$ cat src/hw/spag_pkg.sv
// Package of constants and carriers for the stack and paging block.
package spag_pkg;
    localparam int DATA_W = 16;
    localparam int ADDR_W = 24;
    localparam logic [15:0] SP_RESET = 16'h1000;
    localparam logic [15:0] SP_STEP = 16'h0002;
    localparam logic [15:0] CORE_CTRL_RESET = 16'h0020;
    localparam logic [15:0] CORE_CTRL_WMASK = 16'hb0f7;
    localparam int SFA_BIT = 2;
    localparam logic [9:0] PSV_THRESHOLD = 10'h200;
    localparam logic [9:0] RD_PAGE_RESET = 10'h001;
    localparam logic [8:0] WR_PAGE_RESET = 9'h001;
    localparam int PAGE_SEL_BIT = 15;
    localparam logic [15:0] WIN_OFS_MASK = 16'h7fff;
    // Register port addresses.
    localparam logic [3:0] REG_CORE_CTRL = 4'h0;
    localparam logic [3:0] REG_STACK_PTR = 4'h1;
    localparam logic [3:0] REG_FRAME_PTR = 4'h2;
    localparam logic [3:0] REG_RD_PAGE = 4'h3;
    localparam logic [3:0] REG_WR_PAGE = 4'h4;

    typedef enum logic [1:0]
    {
        SPAG_OP_NONE = 2'h0,
        SPAG_OP_PUSH = 2'h1,
        SPAG_OP_POP = 2'h2
    } spag_op_e;

    typedef enum logic [1:0]
    {
        SPAG_SRC_DATA = 2'h0,
        SPAG_SRC_CALL = 2'h1,
        SPAG_SRC_EXC = 2'h2
    } spag_src_e;

    // Translated address with the space it lands in.
    typedef struct packed
    {
        logic [23:0] addr;
        logic to_program;
        logic paged;
        logic refused;
    } spag_xlat_s;

    typedef struct packed
    {
        logic [3:0] addr;
        logic [15:0] wdata;
        logic wr;
        logic rd;
    } spag_reg_req_s;
endpackage : spag_pkg

$ cat src/hw/spag_core.sv
// Stack pointer, frame pointer and data page address generation.
// Function
// [RL1] One register is the stack pointer, auto-updated yet writable by software.
// [RL2] Stack pointer bit zero is always zero; writes to it are ignored.
// [RL3] Every reset loads the stack pointer with 0x1000.
// [RL4] Pointer marks next free word; stack grows upward.
// [RL5] Pop decrements then reads; push writes then increments.
// [RL6] Saved PC: low sixteen bits first, then bits 22 to 16.
// [RL7] Call saves zero-fill the upper bits of the second word.
// [RL8] Exception saves put status low byte above PC upper bits.
// [RL9] Stack accesses are never paged; frame too when frame active.
// [RL10] Core control bit 2 forces unpaged frame and stack accesses.
// [RL11] Page registers map 32-Kbyte windows into upper data space.
// [RL12] Read page of 0x200 or more reads program space.
// [RL13] Write page covers data space only, never program space.
// [RL14] Paged reads use read page; paged writes use write page.
// [RL15] Each push or pop moves the stack pointer by two.
//
// The register offsets and strobed register access are this design's own decisions.
`timescale 1ns/1ns
`default_nettype none
module spag_core
(
    // Clock and reset
    input wire logic i_clk,
    input wire logic i_rst_n,
    // Register port
    input wire spag_pkg::spag_reg_req_s i_reg,
    output logic [15:0] o_rdata,
    // Stack requests from the pipeline
    input wire spag_pkg::spag_op_e i_stk_op,
    input wire spag_pkg::spag_src_e i_stk_src,
    input wire logic [15:0] i_stk_data,
    input wire logic [22:0] i_pc,
    input wire logic [7:0] i_status_low,
    // Data accesses from the pipeline
    input wire logic i_acc_valid,
    input wire logic i_acc_write,
    input wire logic i_acc_frame,
    input wire logic i_acc_stack,
    input wire logic [15:0] i_acc_ea,
    // Stack memory side
    output logic o_stk_valid,
    output logic o_stk_write,
    output logic [15:0] o_stk_addr,
    output logic [15:0] o_stk_wdata,
    output logic o_stk_busy,
    // Translated data access
    output logic o_acc_valid,
    output spag_pkg::spag_xlat_s o_acc_xlat,
    // Status
    output logic [15:0] o_stack_ptr,
    output logic o_stack_frame_active
);
    import spag_pkg::*;

    typedef enum logic [2:0]
    {
        SPAG_ST_IDLE = 3'b001,
        SPAG_ST_HIGH = 3'b010,
        SPAG_ST_DONE = 3'b100
    } spag_state_e;

    logic [15:0] stack_pointer_reg;
    logic [15:0] frame_pointer_reg;
    logic [15:0] core_control;
    logic [9:0] read_page_reg;
    logic [8:0] write_page_reg;
    spag_state_e state;
    spag_state_e next_state;
    spag_src_e save_src;
    logic upper_half;
    logic [15:0] push_word;
    logic [15:0] next_sp;
    logic stack_ref;
    spag_xlat_s xlat;

    function automatic logic [15:0] sp_align(input logic [15:0] v);
        sp_align = {v[15:1], 1'b0}; // [RL2]
    endfunction : sp_align

    function automatic logic [15:0] sp_step(input logic [15:0] v,
                                            input logic up);
        // Memory is byte addressed, so one word is two bytes.
        sp_step = up ? sp_align(v + SP_STEP) : sp_align(v - SP_STEP); // [RL15]
    endfunction : sp_step

    assign o_stack_frame_active = core_control[SFA_BIT];

    // Two-word saves hold the pipeline for one extra cycle.
    always_comb
    begin
        next_state = state;
        case (state)
            SPAG_ST_IDLE:
                if (i_stk_op == SPAG_OP_PUSH && i_stk_src != SPAG_SRC_DATA)
                    next_state = SPAG_ST_HIGH;
            SPAG_ST_HIGH:
                next_state = SPAG_ST_DONE;
            SPAG_ST_DONE:
                next_state = SPAG_ST_IDLE;
            default:
                next_state = SPAG_ST_IDLE;
        endcase
    end

    always_ff @(posedge i_clk or negedge i_rst_n)
    begin
        if (!i_rst_n)
            state <= SPAG_ST_IDLE;
        else
            state <= next_state;
    end

    always_ff @(posedge i_clk or negedge i_rst_n)
    begin
        if (!i_rst_n)
            save_src <= SPAG_SRC_DATA;
        else if (state == SPAG_ST_IDLE)
            save_src <= i_stk_src;
    end

    assign upper_half = (state == SPAG_ST_HIGH);

    spag_stack_word u_word
    (
        .i_pc(i_pc),
        .i_status_low(i_status_low),
        .i_src(upper_half ? save_src : i_stk_src),
        .i_upper(upper_half),
        .i_data(i_stk_data),
        .o_word(push_word)
    );

    // Stack pointer next value; pipeline ops win over a software write.
    always_comb
    begin
        next_sp = stack_pointer_reg;
        if (upper_half)
            next_sp = sp_step(stack_pointer_reg, 1'b1); // [RL5] [RL6]
        else if (state == SPAG_ST_IDLE && i_stk_op == SPAG_OP_PUSH)
            next_sp = sp_step(stack_pointer_reg, 1'b1); // [RL4] [RL5]
        else if (state == SPAG_ST_IDLE && i_stk_op == SPAG_OP_POP)
            next_sp = sp_step(stack_pointer_reg, 1'b0); // [RL5]
        else if (i_reg.wr && i_reg.addr == REG_STACK_PTR)
            next_sp = sp_align(i_reg.wdata); // [RL1] [RL2]
    end

    always_ff @(posedge i_clk or negedge i_rst_n)
    begin
        if (!i_rst_n)
            stack_pointer_reg <= SP_RESET; // [RL3]
        else
            stack_pointer_reg <= next_sp; // [RL1]
    end

    // Stack memory request; pop address is the decremented pointer.
    always_ff @(posedge i_clk or negedge i_rst_n)
    begin
        if (!i_rst_n)
        begin
            o_stk_valid <= 1'b0;
            o_stk_write <= 1'b0;
            o_stk_addr <= 16'h0000;
            o_stk_wdata <= 16'h0000;
        end
        else
        begin
            o_stk_valid <= upper_half ||
                (state == SPAG_ST_IDLE && i_stk_op != SPAG_OP_NONE);
            o_stk_write <= upper_half || i_stk_op == SPAG_OP_PUSH;
            o_stk_wdata <= push_word; // [RL6] [RL7] [RL8]
            if (state == SPAG_ST_IDLE && i_stk_op == SPAG_OP_POP)
                o_stk_addr <= sp_step(stack_pointer_reg, 1'b0); // [RL5]
            else
                o_stk_addr <= stack_pointer_reg; // [RL4] [RL9]
        end
    end

    always_ff @(posedge i_clk or negedge i_rst_n)
    begin
        if (!i_rst_n)
            o_stk_busy <= 1'b0;
        else
            o_stk_busy <= (next_state == SPAG_ST_HIGH);
    end

    always_ff @(posedge i_clk or negedge i_rst_n)
    begin
        if (!i_rst_n)
            frame_pointer_reg <= 16'h0000;
        else if (i_reg.wr && i_reg.addr == REG_FRAME_PTR)
            frame_pointer_reg <= i_reg.wdata;
    end

    always_ff @(posedge i_clk or negedge i_rst_n)
    begin
        if (!i_rst_n)
            core_control <= CORE_CTRL_RESET;
        else if (i_reg.wr && i_reg.addr == REG_CORE_CTRL)
            core_control <= i_reg.wdata & CORE_CTRL_WMASK; // [RL10]
    end

    always_ff @(posedge i_clk or negedge i_rst_n)
    begin
        if (!i_rst_n)
        begin
            read_page_reg <= RD_PAGE_RESET;
            write_page_reg <= WR_PAGE_RESET;
        end
        else
        begin
            if (i_reg.wr && i_reg.addr == REG_RD_PAGE)
                read_page_reg <= i_reg.wdata[9:0]; // [RL14]
            if (i_reg.wr && i_reg.addr == REG_WR_PAGE)
                write_page_reg <= i_reg.wdata[8:0]; // [RL14]
        end
    end

    // Stack pointer refs are never paged; frame ones only when active.
    assign stack_ref = i_acc_stack ||
        (i_acc_frame && core_control[SFA_BIT]); // [RL9] [RL10]

    spag_pager u_pager
    (
        .i_ea(i_acc_ea),
        .i_write(i_acc_write),
        .i_stack_ref(stack_ref),
        .i_rd_page(read_page_reg),
        .i_wr_page(write_page_reg),
        .o_xlat(xlat)
    );

    always_ff @(posedge i_clk or negedge i_rst_n)
    begin
        if (!i_rst_n)
        begin
            o_acc_valid <= 1'b0;
            o_acc_xlat <= '0;
        end
        else
        begin
            o_acc_valid <= i_acc_valid;
            o_acc_xlat <= xlat; // [RL11] [RL12] [RL13]
        end
    end

    always_ff @(posedge i_clk or negedge i_rst_n)
    begin
        if (!i_rst_n)
            o_stack_ptr <= SP_RESET;
        else
            o_stack_ptr <= next_sp;
    end

    always_ff @(posedge i_clk or negedge i_rst_n)
    begin
        if (!i_rst_n)
            o_rdata <= 16'h0000;
        else if (i_reg.rd)
        begin
            case (i_reg.addr)
                REG_CORE_CTRL: o_rdata <= core_control;
                REG_STACK_PTR: o_rdata <= stack_pointer_reg;
                REG_FRAME_PTR: o_rdata <= frame_pointer_reg;
                REG_RD_PAGE: o_rdata <= {6'h00, read_page_reg};
                REG_WR_PAGE: o_rdata <= {7'h00, write_page_reg};
                default: o_rdata <= 16'h0000;
            endcase
        end
        else
            o_rdata <= 16'h0000;
    end
endmodule : spag_core
`default_nettype wire

$ cat src/hw/spag_pager.sv
// Page translation of one data-space effective address.
`timescale 1ns/1ns
`default_nettype none
module spag_pager
(
    // Access
    input wire logic [15:0] i_ea,
    input wire logic i_write,
    input wire logic i_stack_ref,
    // Pages
    input wire logic [9:0] i_rd_page,
    input wire logic [8:0] i_wr_page,
    // Result
    output spag_pkg::spag_xlat_s o_xlat
);
    import spag_pkg::*;

    always_comb
    begin
        o_xlat = '0;
        o_xlat.addr = {8'h00, i_ea};
        if (i_ea[PAGE_SEL_BIT] && !i_stack_ref) // [RL9] [RL10] [RL11]
        begin
            o_xlat.paged = 1'b1;
            if (i_write)
            begin
                // [RL13] [RL14]
                o_xlat.addr = {i_wr_page[7:0], 1'b0, i_ea[14:0]};
                o_xlat.refused = i_wr_page[8];
            end
            else
            begin
                // [RL12] [RL14]
                o_xlat.addr = {i_rd_page[8:0], i_ea[14:0]};
                o_xlat.to_program = (i_rd_page >= PSV_THRESHOLD);
            end
        end
    end
endmodule : spag_pager
`default_nettype wire

$ cat src/hw/spag_stack_word.sv
// Forms the word pushed for each half of a saved program counter.
`timescale 1ns/1ns
`default_nettype none
module spag_stack_word
(
    // Source
    input wire logic [22:0] i_pc,
    input wire logic [7:0] i_status_low,
    input wire spag_pkg::spag_src_e i_src,
    input wire logic i_upper,
    input wire logic [15:0] i_data,
    // Word
    output logic [15:0] o_word
);
    import spag_pkg::*;

    always_comb
    begin
        o_word = i_data;
        if (i_src != SPAG_SRC_DATA)
        begin
            if (!i_upper)
                o_word = i_pc[15:0]; // [RL6]
            else if (i_src == SPAG_SRC_EXC)
                o_word = {i_status_low, 1'b0, i_pc[22:16]}; // [RL8]
            else
                o_word = {9'h000, i_pc[22:16]}; // [RL7]
        end
    end
endmodule : spag_stack_word
`default_nettype wire

$ cat config.mk
export PLATFORM = sky130hd
export DESIGN_NAME = spag_core
export DESIGN_NICKNAME = d
export VERILOG_FILES = /design/src/hw/spag_pkg.sv /design/src/hw/spag_core.sv /design/src/hw/spag_pager.sv /design/src/hw/spag_stack_word.sv
export SDC_FILE = /design/constraint.sdc
export NUM_CORES = 1
export LEC_CHECK = 0
export BUFFER_PORTS_ARGS = -buffer_cell sky130_fd_sc_hd__clkbuf_2
export CAP_MARGIN = 20
export CORE_MARGIN = 2
export CORE_UTILIZATION = 56
export DETAILED_ROUTE_END_ITERATION = 10
export PLACE_DENSITY = 0.89
export SLEW_MARGIN = 15
export SYNTH_ARGS = -nofsm -noshare
export SYNTH_HDL_FRONTEND = slang
export SYNTH_HIERARCHICAL = 1
export SYNTH_SLANG_ARGS = --single-unit
$ cat constraint.sdc
create_clock -name i_clk -period 5.7 [get_ports i_clk]
set_clock_uncertainty 0.15 [all_clocks]
set_input_delay 1.425 -clock i_clk [delete_from_list [all_inputs] [get_ports i_clk]]
set_output_delay 1.425 -clock i_clk [all_outputs]
set_load 0.01 [all_outputs]
==> results of run 1 <==
area by class of cell:
cell class / instances / area (µm²) / area share, %
flip-flops and latches: 143 / 3580 / 44.0
multi-input cells: 387 / 2750 / 33.7
repair buffers: 195 / 1000 / 12.3
clock buffers: 19 / 443 / 5.43
well taps: 147 / 184 / 2.26
clock inverters: 13 / 160 / 1.96
inverters: 9 / 33.8 / 0.414
how the worst max path moves through the flow:
stage / slack [ns] / to
finish: 2.53 / o_stack_ptr[7]
global route: 2.35 / o_stk_wdata[10]
CTS: 2.59 / o_stack_ptr[7]
detailed placement: 2.22 / o_stack_ptr[6]
global placement: 2.25 / o_stack_ptr[6]
floorplan: 2.73 / frame_pointer_reg[10]
layout by cell type, fill, tap and decap left out, types with 4 or more instances in the layout:
cell type    n
o21ai_1      7
o21ai_0     17
nand3_1      7
a22oi_1      9
nor4_1       6
mux2_2      49
a211oi_1     9
dfstp_2      5
inv_1        9
xor2_1       8
dfrtp_1    138
clkbuf_2   187
nand2_1     53
buf_4        7
xnor2_1     13
a222oi_1    13
nor2_1      46
clkinv_2     4
nand4_1      4
o2bb2ai_2    7
nor3_1       9
a21oi_1     25
a31oi_1      9
clkbuf_16   17
mux2i_1     17
nand2b_1    14
power groups by stage:
stage          sequential (mW)  combinational, mW  clock [mW]
2_1_floorplan             1.37              0.429           0
3_3_place_gp              1.42              0.604           0
3_5_place_dp              1.43              0.629           0
4_1_cts                   1.41              0.637        1.14
5_1_grt                   1.44              0.698        1.19
6_report                  1.42              0.637        1.12
per-layer routing:
layer	up-vias	track usage (%)
met2	319	47.2
met3	60	6.80
met5	-	0
met4	0	15.8
met1	2644	32.9
li1	2446	-
logic make-up after synthesis:
group / count (synthesis)
other: 1
DFF: 143
AOI/OAI and AO/OA: 129
muxes: 66
xor gates and xnor gates: 21
buffers and inverters: 63
adders and majority gates: 2
and+or+nand+nor: 167
worst max-delay path, delay by kind of cell:
| family | cells | cell delay (ns) |
|---|---|---|
| AOI/OAI and AO/OA | 3 | 0.96 |
| and+or+nand+nor | 2 | 0.82 |
| buffers and inverters | 1 | 0.13 |
per-stage QoR:
| stage | cells | utilization [%] | power [mW] |
|---|---|---|---|
| after global placement | 881 | 63.6 | 2.02 |
| after floorplan | 593 | - | 1.80 |
| final | 913 | 68.7 | 3.18 |
| after global routing | 913 | 68.7 | 3.33 |
| after CTS | 913 | 68.7 | 3.19 |
| after detailed placement | 881 | 63.6 | 2.06 |
==> impl_results.md, run 1 <==
* Gr usage total at between 20% and 30%
* Io pins at roughly 190
* Worst hold slack at 0.360 ns
* Crit-path max FO at 16
* DRC Markers at 0
* Vias in the first global route at 5661
* Xor/xnor share of the synthesized area at 2.74%
* CTS Buffer Depth at 2
* Die Y at ~110 µm
* FF-to-FF path depth at 6
* # H-tree levels at 4
* Comb power frac at 20.0%
* Hold Path Origin: frame_pointer_reg[0]
* Dpl cell area at approximately 7500 µm²
* Hold WC Path Type: reg -> reg
* Sequential group share of total power at roughly 45%
* Final min period at around 3.2 ns
* Initial Util at between 50% and 60%
* Sw Share at between 30% and 40%
* DR WL met2 at 8930 µm
* Ant diodes at 0
* Post-synthesis compound-gate area fraction at about 14%
* Worst-Skew Late Latency at between 0.4 and 0.5 ns
* Synth-to-Final Area Change at 21.3%
* Fillers at 843
* Total gr overflow at 0
* Routability Congestion at about 0.85
* Largest net degree at the start of global routing at about 110
* Worst-margin pin slew at about 1.1 ns
* CP dominant cell by count: nand2b_1
* Clk slew on worst S/H paths at 0.06 ns
* Nets at 850
* Met3 WL at about 1400 µm
* Worst VDD drop at ~0.00019 V
* Cell accounting for the most synthesized area: dfrtp_1
* Post-synthesis mux area share at between 10% and 20%
* Simple logic cell fraction of the synthesized area at ~12%
* Clock power share at between 30% and 40%
* Syn. warnings at 6
* RR Endpoint: o_stk_wdata[10]
* Max cap viols at 0
* Critical Path End Type: register
* Top cell type's share of synthesized area at roughly 51%
* Slew headroom at 25.1%
* Starting DRT DRC Count at between 500 and 600
* Mapped Cells at ~600
* DRT met1 WL at roughly 6400 µm
* Fin Setup TNS at 0 ns
* Antenna viol nets, final at 0
* Core area at 11900 µm²
* Hold EP: frame_pointer_reg[0]
* CTS Sinks at 143
* Detailed placement HPWL at between 10000 and 15000 µm
* Share of the yosys chip area belonging to registers at between 50% and 60%
* Power Density at just under 400 nW/µm²
* Status: completed
* RSZ-0062 raised after global routing: false
* Die area at around 13000 µm²
* Clk Tree Root Cell: clkbuf_16
* Final setup viols at 0
* Biggest register: o_acc_xlat
* Final hold vios at 0
* Slew Viols, Final at 0
* Reg-to-reg setup timing slack at about 2.6 ns
* Critical R2R Launch: state[1]
* Largest family of logic cells by synthesized area: compound AO/OA/AOI/OAI gates
* Share of post-route cells with drive strength above 1 at 39.8%
* Vias at between 5000 and 6000
* Final Instance Area at 8150 µm²
* Post-CTS Resized at 0
* Final period utilization at a little under three fifths
* Critical path type: in -> reg
* First-pass DRT Iterations at 5
* Asr flop ratio synth at 100%
* Post-route worst setup slack at roughly 2.5 ns
* Ys flop type: dfrtp_1
* Setup Buffers After CTS at 0
* Post-synth cell types at between 60 and 70
* Hold_buf cts at 0
* Crit-path cells: clkbuf_2, nand2b_1, a311oi_2, nand2b_1, a21oi_1, a211oi_1
* Pre-CTS WS at 2.22 ns
* Post-Syn Area at between 6000 and 7000 µm²
* Hold Path Stages at 1
* CP peak stage delay at around 0.59 ns
* Wire length per cell at roughly 19 µm
* Net switching power at ~980 µW
* CTS tree: built
* Vias per Instance at between 5 and 6
* Max reg flops at 27
* Global-route wire length before repair at 27800 µm
* Cell with the most instances after synthesis: dfrtp_1
* Slowest cell on the critical path: nand2b_1
* Worst path required time at a little under 6 ns
* Leakage power at between 3 and 4 nW
* Fmax at roughly 0.32 GHz
* Number of flops mapped to enable cells by yosys at 0
* Syn Area/Cell at between 10 and 15 µm²
* Data arrival time of the critical path at between 3 and 4 ns
* WL final at roughly 17000 µm
* Die W at around 110 µm
* Largest cells by area after synthesis: dfrtp_1 51%, mux2_2 8.2%, nand2_1 3.0%
* Total internal power at between 2 and 2.5 mW
* Startpoint class of the critical path: input pin
* Initial antenna violation count at 0
* # port buffers at about 190
* Top cell types by occurrence after synthesis: 138 x dfrtp_1, 53 x nand2_1, 49 x mux2_2, 47 x nor2_1, 25 x a21oi_1
* CTS buffer count at 17
* Flops & latches, synth at approximately 140
* DR top layer: met4
* Setup crit start: i_stk_op[1]
* Adder-Cell Fraction of Synth Area at less than 1%
* Site Rows at 40
Power figures use the tool's default switching activity.
==> run 2: changes to the inputs <==
CORE_UTILIZATION = 52   (was 56)
PLACE_DENSITY = 0.84   (was 0.89)
clock period = 2.95 ns   (was 5.7 ns; I/O delays follow)
==> impl_results.md, run 2 (synthesis results as in run 1) <==
* Status: completed
* Slew headroom at 42.3% (+17 points)
* Post-CTS Resized at 0 (unchanged)
* Crit path to: o_stack_ptr[12]
* Max reg flops at 27 (unchanged)
* Hold_buf cts at 0 (unchanged)
* Die area at 13800 µm² (+7.4%)
* WL final at 17700 µm (+2.4%)
* CTS Buffer Depth at 2 (unchanged)
* Total gr overflow at 0 (unchanged)
* Gr usage total at 26.1% (-1.9 points)
* Clock power share at 34.8% (-0.6 points)
* Largest net degree at the start of global routing at 61 (-42%)
* RSZ-0062 raised after global routing: false
* Critical R2R Launch: o_stack_ptr[6]
* Clk slew on worst S/H paths at 0.06 ns (about the same)
* # H-tree levels at 4 (unchanged)
* Final hold vios at 0 (unchanged)
* Setup crit start: o_stack_ptr[6]
* Vias in the first global route at 5722 (+1.1%)
* Leakage power at 3.85 nW (+1.7%)
* Detailed placement HPWL at 12800 µm (+3.7%)
* Antenna viol nets, final at 0 (unchanged)
* Setup Buffers After CTS at 0 (unchanged)
* CP peak stage delay at 0.72 ns (+0.13 ns)
* CTS Sinks at 143 (unchanged)
* Commonest non-fill, non-tap cells in the layout: 187 x clkbuf_2, 138 x dfrtp_1, 53 x nand2_1
* Core area at 12600 µm² (+6.4%)
* Commonest non-fill, non-tap cell in the layout: clkbuf_2
* Clk Tree Root Cell: clkbuf_16
* Total internal power at 4.26 mW (+94%)
* Critical Path End Type: register
* Ant diodes at 0 (unchanged)
* Max cap viols at 0 (unchanged)
* Fin Setup TNS at 0 ns (unchanged)
* Worst VDD drop at 0.000552 V (+180%)
* Worst-Skew Late Latency at 0.42 ns (about the same)
* Net switching power at 1.91 mW (+95%)
* Vias per Instance at 5.89 (-1.7%)
* Comb power frac at 21.8% (+1.8 points)
* Worst-margin pin slew at 0.863 ns (-0.251 ns)
* CTS buffer count at 17 (unchanged)
* Global-route wire length before repair at 28600 µm (+3.1%)
* Nets at 863 (+1.5%)
* Routability Congestion at 0.897 (+5.0%)
* Data arrival time of the critical path at 2.63 ns (-0.72 ns)
* Reg-to-reg setup timing slack at 0.51 ns (-2.07 ns)
* First-pass DRT Iterations at 6 (+1)
* Crit path depth at 5 (-1)
* CTS tree: built
* Sw Share at 31.0% (+0.13 points)
* Synth-to-Final Area Change at 23.4%
* Wire length per cell at 18.6 µm (-1.7%)
* Crit-path cells: nor4_1, nand4_1, o32ai_1, o31ai_1, a31oi_1
* Biggest register: o_acc_xlat
* Worst hold slack at 0.122 ns (-0.238 ns)
* Io pins at 191 (unchanged)
* Delay-heaviest family, CP: simple AND/OR/NAND/NOR gates
* RR Endpoint: o_stack_ptr[12]
* Die W at 118 µm (+3.6%)
* Share of post-route cells with drive strength above 1 at 40.8% (+1.0 points)
* Initial antenna violation count at 0 (unchanged)
* Slew Viols, Final at 0 (unchanged)
* Worst path required time at 3.13 ns (-2.74 ns)
* Initial Util at 53.3% (-3.4 points)
* Sequential group share of total power at 43.4% (-1.2 points)
* Starting DRT DRC Count at 506 (-2.3%)
* DRC Markers at 0 (unchanged)
* Slowest cell on the critical path: nor4_1
* Final min period at 2.44 ns
* # port buffers at 188 (unchanged)
* Final period utilization at about 83%
* Fmax at 0.410 GHz
* Vias at 5598 (+2.4%)
* Site Rows at 41 (+2.5%)
* FF-to-FF path depth at 5 (-1)
* Crit-path max FO at 11 (-5)
* Final setup viols at 0 (unchanged)
* Hold WC Path Type: in -> async
* Die Y at 118 µm (+3.6%)
* Crit path buf inv count at 0 (-1)
* Power Density at 744 nW/µm² (+91%)
* Critical path type: reg -> reg
* Startpoint class of the critical path: register
run 2: worst min-delay path by stage:
stage / start / to / slack, ns / depth (start not counted)
floorplan: i_rst_n / core_control[0] / 0.29 / 0
global placement: save_src[0] / save_src[0] / 0.33 / 1
detailed placement: frame_pointer_reg[11] / frame_pointer_reg[11] / 0.34 / 1
CTS: i_rst_n / o_acc_valid / 0.15 / 1
global route: i_rst_n / o_acc_valid / 0.17 / 1
finish: i_rst_n / o_acc_valid / 0.12 / 1
run 2: area by class of cell:
type	instances	area, µm²
repair buffers	208	1110
clock buffers	21	470
flip-flops and latches	143	3580
multi-input cells	387	2750
well taps	172	215
fillers	1006	4330
inverters	9	33.8
clock inverters	11	131
run 2: stage by stage:
step | utilization (%) | instances | cell area (µm²) | total power [mW] | setup WS (ns)
floorplan | - | 593 | 6720 | 3.48 | 0.670
global placement | 60.9 | 919 | 7690 | 3.97 | 0.451
detailed placement | 60.9 | 919 | 7690 | 4.04 | 0.359
CTS | 65.7 | 951 | 8290 | 6.18 | 0.524
global route | 65.7 | 951 | 8290 | 6.45 | 0.335
finish | 65.7 | 951 | 8290 | 6.17 | 0.509
run 2: metal layers:
metal | share of wire [%] | up-vias | GRT usage (%)
met2 | 51 | 313 | 44.3
met5 | 0 | - | 0
met4 | 3.5 | 0 | 13.9
li1 | - | 2489 | -
met3 | 8.1 | 46 | 6.64
met1 | 38 | 2750 | 30.4
run 2: power groups by stage:
| stage | clock network, mW | registers [mW] | logic [mW] |
|---|---|---|---|
| 5_1_grt | 2.26 | 2.72 | 1.47 |
| 4_1_cts | 2.17 | 2.67 | 1.35 |
| 6_report | 2.15 | 2.68 | 1.35 |
| 3_5_place_dp | 0 | 2.70 | 1.34 |
| 3_3_place_gp | 0 | 2.68 | 1.30 |
| 2_1_floorplan | 0 | 2.65 | 0.830 |
